===== src/clock_gate_pkg.sv =====
// Purpose: Constants for the peripheral clock gating block
// Assumes: APB slave with 32-bit data, one aligned word per register
// Notes: Function
// Function
// - Gate bit one delivers peripheral clock
// - Gate bit zero stops peripheral clock
// - Access to unclocked peripheral gives bus fault
// - All gate bits reset to zero
// - Run, sleep, deep-sleep gate registers, same layout
// - Sleep registers apply only with auto gating
// - Deep-sleep register at 0x124, resets zero
// - Bits 18..16 gate timers c, b, a
// - Bits 14, 12 gate two-wire b, a
// - Bits 5, 4 gate sync serial b, a
// - Bits 1, 0 gate async serial b, a
// - Reserved bits read-only zero, software preserves
package clock_gate_pkg;

	// Register byte offsets within the system control block
	localparam logic [11:0] RUN_CONFIG_OFFSET = 12'h060;
	localparam logic [11:0] RUN_GATE_OFFSET = 12'h104;
	localparam logic [11:0] SLEEP_GATE_OFFSET = 12'h114;
	localparam logic [11:0] DEEP_GATE_OFFSET = 12'h124;
	localparam logic [11:0] IRQ_STATUS_OFFSET = 12'h200;
	localparam logic [11:0] IRQ_MASK_OFFSET = 12'h204;
	localparam logic [11:0] MODE_STATUS_OFFSET = 12'h208;

	// Gate register field positions
	localparam int ASYNC_SERIAL_A_BIT = 0;
	localparam int ASYNC_SERIAL_B_BIT = 1;
	localparam int SYNC_SERIAL_A_BIT = 4;
	localparam int SYNC_SERIAL_B_BIT = 5;
	localparam int TWO_WIRE_A_BIT = 12;
	localparam int TWO_WIRE_B_BIT = 14;
	localparam int GP_TIMER_A_BIT = 16;
	localparam int GP_TIMER_B_BIT = 17;
	localparam int GP_TIMER_C_BIT = 18;
	localparam int GP_TIMER_D_BIT = 19;
	localparam int COMPARATOR_A_BIT = 24;
	localparam int COMPARATOR_B_BIT = 25;

	// Writable gate bits; every other position is reserved
	localparam logic [31:0] GATE_WRITABLE_MASK = 32'h030f5033;
	localparam logic [31:0] GATE_RESET = 32'h00000000;

	// Run configuration: automatic clock gating enable
	localparam int AUTO_GATING_BIT = 27;
	localparam logic [31:0] RUN_CONFIG_MASK = 32'h08000000;
	localparam logic [31:0] RUN_CONFIG_RESET = 32'h00000000;

	// Interrupt status and mask layout
	localparam int IRQ_FAULT_BIT = 0;
	localparam int IRQ_MODE_BIT = 1;
	localparam logic [31:0] IRQ_MASK_BITS = 32'h00000003;
	localparam logic [31:0] IRQ_RESET = 32'h00000000;

	// Power modes, Gray coded along run, sleep, deep-sleep
	typedef enum logic [1:0] {
		MODE_RUN = 2'b00,
		MODE_SLEEP = 2'b01,
		MODE_DEEP = 2'b11
	} power_mode_t;

endpackage


===== src/deep_sleep_clock_gating.sv =====
// Purpose: Per-peripheral clock gating with run, sleep and deep-sleep sets
// Assumes: Mode requests and access strobes are synchronous to mclk
// Notes: Enables lag a mode request by two mclk edges; fault answers lag their access by one
`timescale 1ns/1ps
module deep_sleep_clock_gating
	import clock_gate_pkg::*;
#(
	parameter int ADDR_W = 12,
	parameter int UNIT_W = 5
)
(
	// Clock and reset
	input wire logic mclk,
	input wire logic reset_n,
	// APB slave
	input wire logic psel,
	input wire logic penable,
	input wire logic pwrite,
	input wire logic [ADDR_W-1:0] paddr,
	input wire logic [31:0] pwdata,
	output logic [31:0] prdata,
	output logic pready,
	output logic pslverr,
	// Processor power state requests
	input wire logic sleepReq,
	input wire logic deepSleepReq,
	// Peripheral access check
	input wire logic accessValid,
	input wire logic [UNIT_W-1:0] accessUnit,
	output logic accessGrant,
	output logic accessFault,
	// Clock enables and status
	output logic [31:0] periphClkEn,
	output logic [1:0] powerMode,
	output logic irq
);

	// Masked write merge shared by all gate registers
	function automatic logic [31:0] mergeWrite(input logic [31:0] wdata, input logic [31:0] mask);
		mergeWrite = wdata & mask;
	endfunction

	// Address decode used for read and write paths
	function automatic logic isMapped(input logic [ADDR_W-1:0] addr);
		isMapped = (addr == RUN_CONFIG_OFFSET) || (addr == RUN_GATE_OFFSET) ||
			(addr == SLEEP_GATE_OFFSET) || (addr == DEEP_GATE_OFFSET) ||
			(addr == IRQ_STATUS_OFFSET) || (addr == IRQ_MASK_OFFSET) ||
			(addr == MODE_STATUS_OFFSET);
	endfunction

	logic pready_q;
	logic pslverr_q;
	logic [31:0] prdata_q;
	logic [31:0] runConfig_q;
	logic [31:0] runGate_q;
	logic [31:0] sleepGate_q;
	logic [31:0] deepGate_q;
	logic [31:0] irqStatus_q;
	logic [31:0] irqMask_q;
	logic [31:0] clkEn_q;
	logic [31:0] gateSel_d;
	logic grant_q;
	logic fault_q;
	logic irq_q;
	logic faultEvent;
	logic modeEvent;
	logic commit;
	logic wrCommit;
	logic rdCommit;
	logic [31:0] readMux;
	power_mode_t mode_q;
	power_mode_t mode_d;

	// Transfer completes at the edge where pready is seen high
	assign commit = psel && penable && pready_q;
	assign wrCommit = commit && pwrite && !pslverr_q;
	assign rdCommit = commit && !pwrite && !pslverr_q;

	// Read data selection; reserved bits are zero in every source
	always_comb
	begin
		readMux = 32'h00000000;
		unique case (paddr)
			RUN_CONFIG_OFFSET: readMux = runConfig_q;
			RUN_GATE_OFFSET: readMux = runGate_q;
			SLEEP_GATE_OFFSET: readMux = sleepGate_q;
			DEEP_GATE_OFFSET: readMux = deepGate_q;
			IRQ_STATUS_OFFSET: readMux = irqStatus_q;
			IRQ_MASK_OFFSET: readMux = irqMask_q;
			MODE_STATUS_OFFSET: readMux = {30'h00000000, mode_q};
			default: readMux = 32'h00000000;
		endcase
	end

	// APB handshake: one wait state so read data comes from a flop
	always_ff @(posedge mclk)
	begin
		if (!reset_n)
		begin
			pready_q <= 1'b0;
			pslverr_q <= 1'b0;
			prdata_q <= 32'h00000000;
		end
		else if (psel && penable && !pready_q)
		begin
			pready_q <= 1'b1;
			pslverr_q <= !isMapped(paddr);
			prdata_q <= (pwrite || !isMapped(paddr)) ? 32'h00000000 : readMux;
		end
		else
		begin
			pready_q <= 1'b0;
			pslverr_q <= 1'b0;
			prdata_q <= 32'h00000000;
		end
	end

	// Run configuration holds only the automatic gating enable
	always_ff @(posedge mclk)
	begin
		if (!reset_n)
			runConfig_q <= RUN_CONFIG_RESET;
		else if (wrCommit && paddr == RUN_CONFIG_OFFSET)
			runConfig_q <= mergeWrite(pwdata, RUN_CONFIG_MASK);
	end

	// Three gate sets of identical layout; reserved bits never store
	always_ff @(posedge mclk)
	begin
		if (!reset_n)
		begin
			runGate_q <= GATE_RESET;
			sleepGate_q <= GATE_RESET;
			deepGate_q <= GATE_RESET;
		end
		else if (wrCommit)
		begin
			if (paddr == RUN_GATE_OFFSET)
				runGate_q <= mergeWrite(pwdata, GATE_WRITABLE_MASK);
			if (paddr == SLEEP_GATE_OFFSET)
				sleepGate_q <= mergeWrite(pwdata, GATE_WRITABLE_MASK);
			if (paddr == DEEP_GATE_OFFSET)
				deepGate_q <= mergeWrite(pwdata, GATE_WRITABLE_MASK);
		end
	end

	// Power mode follows the processor request, deep-sleep has priority
	always_comb
	begin
		if (deepSleepReq)
			mode_d = MODE_DEEP;
		else if (sleepReq)
			mode_d = MODE_SLEEP;
		else
			mode_d = MODE_RUN;
	end

	always_ff @(posedge mclk)
	begin
		if (!reset_n)
			mode_q <= MODE_RUN;
		else
			mode_q <= mode_d;
	end

	assign modeEvent = (mode_d != mode_q);

	// Without automatic gating the run set stays in force in every mode
	always_comb
	begin
		gateSel_d = runGate_q;
		if (runConfig_q[AUTO_GATING_BIT])
		begin
			unique case (mode_q)
				MODE_RUN: gateSel_d = runGate_q;
				MODE_SLEEP: gateSel_d = sleepGate_q;
				MODE_DEEP: gateSel_d = deepGate_q;
				default: gateSel_d = runGate_q;
			endcase
		end
	end

	// Enable per peripheral; a zero bit stops that clock
	always_ff @(posedge mclk)
	begin
		if (!reset_n)
			clkEn_q <= GATE_RESET;
		else
			clkEn_q <= gateSel_d & GATE_WRITABLE_MASK;
	end

	// Access check against the enable that is in force right now
	always_ff @(posedge mclk)
	begin
		if (!reset_n)
		begin
			grant_q <= 1'b0;
			fault_q <= 1'b0;
		end
		else
		begin
			grant_q <= accessValid && clkEn_q[accessUnit];
			fault_q <= accessValid && !clkEn_q[accessUnit];
		end
	end

	assign faultEvent = accessValid && !clkEn_q[accessUnit];

	// Sticky status; a new event wins over the clear by read
	always_ff @(posedge mclk)
	begin
		if (!reset_n)
			irqStatus_q <= IRQ_RESET;
		else
		begin
			if (rdCommit && paddr == IRQ_STATUS_OFFSET)
				irqStatus_q <= IRQ_RESET;
			if (faultEvent)
				irqStatus_q[IRQ_FAULT_BIT] <= 1'b1;
			if (modeEvent)
				irqStatus_q[IRQ_MODE_BIT] <= 1'b1;
		end
	end

	// Interrupt mask, same layout as status
	always_ff @(posedge mclk)
	begin
		if (!reset_n)
			irqMask_q <= IRQ_RESET;
		else if (wrCommit && paddr == IRQ_MASK_OFFSET)
			irqMask_q <= mergeWrite(pwdata, IRQ_MASK_BITS);
	end

	// Level interrupt; lags status by one edge to stay a flop output
	always_ff @(posedge mclk)
	begin
		if (!reset_n)
			irq_q <= 1'b0;
		else
			irq_q <= |(irqStatus_q & irqMask_q);
	end

	// Outputs straight from flops
	assign prdata = prdata_q;
	assign pready = pready_q;
	assign pslverr = pslverr_q;
	assign accessGrant = grant_q;
	assign accessFault = fault_q;
	assign periphClkEn = clkEn_q;
	assign powerMode = mode_q;
	assign irq = irq_q;

endmodule


===== config.mk =====
export PLATFORM = sky130hd
export DESIGN_NAME = deep_sleep_clock_gating
export DESIGN_NICKNAME = d
export VERILOG_FILES = /design/src/clock_gate_pkg.sv /design/src/deep_sleep_clock_gating.sv
export SDC_FILE = /design/constraint.sdc
export NUM_CORES = 1
export LEC_CHECK = 0
export BUFFER_PORTS_ARGS = -buffer_cell sky130_fd_sc_hd__buf_2
export CELL_PAD_IN_SITES_DETAIL_PLACEMENT = 1
export CELL_PAD_IN_SITES_GLOBAL_PLACEMENT = 2
export CORE_UTILIZATION = 31
export CTS_CLUSTER_SIZE = 25
export DETAILED_ROUTE_END_ITERATION = 8
export GPL_TIMING_DRIVEN = 0
export PLACE_DENSITY = 0.89
export SETUP_SLACK_MARGIN = 0.4
export SLEW_MARGIN = 20
export SYNTH_ARGS = -nofsm -noshare
export SYNTH_HDL_FRONTEND = slang
export SYNTH_SLANG_ARGS = --single-unit

===== constraint.sdc =====
create_clock -name mclk -period 4.2 [get_ports mclk]
set_input_delay 0.84 -clock mclk [delete_from_list [all_inputs] [get_ports mclk]]
set_output_delay 0.84 -clock mclk [all_outputs]
set_load 0.005 [all_outputs]

==> metrics.csv <==
stage,metric,value,unit
status,status,completed,
synth,sequential fraction of the synthesis area,41.1,%
clock_tree,"Setup Fix Bufs, Post-CTS",0,
synth,number of synthesized flops with an enable pin,0,
timing,hold_ws,0.476,ns
clock_tree,"CTS clk-pin slew, worst paths",0.06,ns
timing,clock skew,0.00619,ns
grt,pin count of the biggest net entering global routing,12,
setup_path,Setup crit end kind,flop,
finish,"commonest non-fill, non-tap cell in the layout",dfxtp_1,
finish,NumNets Final,560,
timing,Slew @ Worst Pin,0.664,ns
timing,"Hold Vio Cnt, Final",0,
synth,post-synth cell types,45,
timing,RSZ-0062 raised after global routing,no,
power,Worst IR Drop VDD,0.174,mV
drt,Avg Vias per Cell,4.71,
drt,remaining antenna violation count,0,
synth,Synth Register Bits,73,
die,Starting Density,32.2,%
placed_design,DPL Wire Length,7540,um
grt,vias in the first global route,3081,
timing,slack of the critical path,1.88,ns
synth,prevailing post-synth register cell,dfxtp_1,
setup_path,cells on worst reg2reg path,7,
placed_design,placed instance count,632,
drt,wire length per cell,16.3,um
drt,Pre-antenna DRT Iters,5,
clock_tree,H-tree levels,3,
timing,Worst slew margin,55.7,%
die,Std-Cell Rows,38,
drt,Vias,3053,
setup_path,"Req. time, crit path",4.44,ns
finish,share of cells above drive strength 1,25.6,%
finish,most frequent cells in the layout,"dfxtp_1, buf_2, mux2i_1",
drt,Final Routed Wirelength,10600,um
clock_tree,CTS Buf Count,9,
placed_design,dpl ws,1.57,ns
placed_design,gpl congestion,0.782,
drt,drt drc,0,
setup_path,Startpoint Class,primary input,
die,Die W,109,um
timing,"Setup violations, final",0,
grt,total global routing overflow,0,
finish,Post-Layout Cell Count,648,
clock_tree,worst skew pair latency,0.33,ns
timing,minimum clock period,2.32,ns
clock_tree,CTS tree,built,
drt,Iter 0 DRT Violations,116,
clock_tree,CTS max path bufs,2,
synth,Post-Syn Area per Cell,9.12,sq um
synth,ys async rst share,0,%
worst_hold_path,Hold Path Class,reg -> reg,
grt,first-pass GRT wire length,16200,um
clock_tree,CTS sink cnt,73,
timing,final count of pins violating max slew,0,
timing,total negative setup slack,0,ns
grt,Tot GR Track Use,18.3,%
setup_path,critical path class,in -> reg,
finish,Synth-to-Final Area Change,26.1,%
finish,n_diodes,0,
placed_design,PortBufs,64,
clock_tree,post-CTS sizing,0,
clock_tree,CTS root buffer,clkbuf_16,
die,die area,11900,sq um
setup_path,WP data arrival,2.56,ns
clock_tree,# hold bufs at CTS,0,
die,# IOs,128,
worst_hold_path,worst hold stages,2,
die,core footprint,11000,sq um
power,Static Leak,1.90,nW
setup_path,critical-path maximum fanout,10,
power,Power Dens Cells,354,nW/um^2
synth,Syn Inst Count,390,
synth,YS warnings,0,
timing,f_max,431,MHz
grt,initial antenna violation count,0,
synth,synthesized cell area,3560,sq um
timing,Tcrit/Tclk final,55.2,%
die,Die Ht,109,um
job,MaxCap Viol Count,0,
==> layout make-up <==
class	count	area, sq um
Timing Repair Buffer	64	320
Inverter	2	7.51
Tap cell	140	175
Sequential cell	73	1460
Clock buffer	13	250
Clock inverter	3	40.0
Multi-Input combinational cell	286	1780
Buffer	67	448
Fill cell	1345	6550
==> synth_stat cells, types with 2 or more instances <==
cell / n / share of area, %
dfxtp_1: 73 / 41
mux2i_1: 63 / 18
nand2_1: 57 / 6.0
buf_4: 42 / 8.9
nor2_1: 42 / 4.4
clkbuf_1: 19 / 2.0
a21oi_1: 15 / 2.1
a211oi_1: 12 / 2.5
nor2b_1: 5 / 0.88
and3_1: 4 / 0.70
nor3_1: 4 / 0.56
o2bb2ai_1: 4 / 0.98
a32oi_1: 3 / 0.74
and4_1: 3 / 0.74
buf_2: 3 / 0.42
nand3_1: 3 / 0.42
nand4_1: 3 / 0.53
and2_1: 2 / 0.35
and4b_1: 2 / 0.56
mux4_2: 2 / 1.3
nand2b_1: 2 / 0.35
nor4_1: 2 / 0.35
nor4b_1: 2 / 0.49
o31ai_1: 2 / 0.42
==> worst max-delay path: stages <==
cell	delay [ns]
buf_2	0.12
nor4_4	0.48
and4b_1	0.26
buf_4	0.14
and3_1	0.15
buf_4	0.13
buf_6	0.19
mux2i_1	0.24
==> registers in the layout (all words and copies together) (netlist names) <==
signal / flops
sleepGate_q: 12
irq: 1
irqMask_q: 2
irqStatus_q: 2
pready: 1
powerMode: 2
periphClkEn: 12
prdata: 13
pslverr: 1
accessGrant: 1
runGate_q: 12
deepGate_q: 12
accessFault: 1
runConfig_q: 1
==> path summary, 6_finish.rpt <==
path	from	endpoint	slack [ns]
max	paddr[1]	runGate_q[16]$_SDFFE_PN0P_	1.88
min	runGate_q[5]$_SDFFE_PN0P_	runGate_q[5]$_SDFFE_PN0P_	0.48
max reg2reg	pready$_SDFF_PN0_	runGate_q[16]$_SDFFE_PN0P_	2.30
min reg2reg	runGate_q[5]$_SDFFE_PN0P_	runGate_q[5]$_SDFFE_PN0P_	0.48
==> power breakdown <==
part / total [mW] / internal [mW] / switching [mW] / leakage, nW
clock network: 0.762 / 0.475 / 0.287 / 0.144
logic: 0.128 / 0.0552 / 0.0724 / 1.16
registers: 0.700 / 0.697 / 0.00300 / 0.590
total: 1.59 / 1.23 / 0.363 / 1.90
==> cells by family (layout without fill, tap and decap cells) <==
logic type	after synthesis	count (layout)	synth area share (%)
simple gates	138	138	18.4
mux	66	66	19.3
buf+inv	69	149	12.8
flops	73	73	41.1
compound gates	43	43	8.27
other cells	1	39	0.105
==> layer usage <==
layer | up-vias | track usage (%) | wire length (um) | part of all wire [%]
met1 | 1476 | 21.6 | 4640 | 44
li1 | 1490 | - | - | -
met4 | 0 | 4.44 | 91 | 0.86
met5 | - | 0 | 0 | 0
met3 | 8 | 4.06 | 491 | 4.6
met2 | 79 | 33.2 | 5370 | 51
==> per-stage QoR <==
stage          power, mW  instance area [sq um]  util (%)
2_1_floorplan      0.795                   3700         -
3_3_place_gp       0.838                   4200      38.0
3_5_place_dp       0.840                   4200      38.0
4_1_cts             1.60                   4490      40.7
5_1_grt             1.64                   4490      40.7
6_report            1.59                   4490      40.7
(Power assumes the default switching activity.)
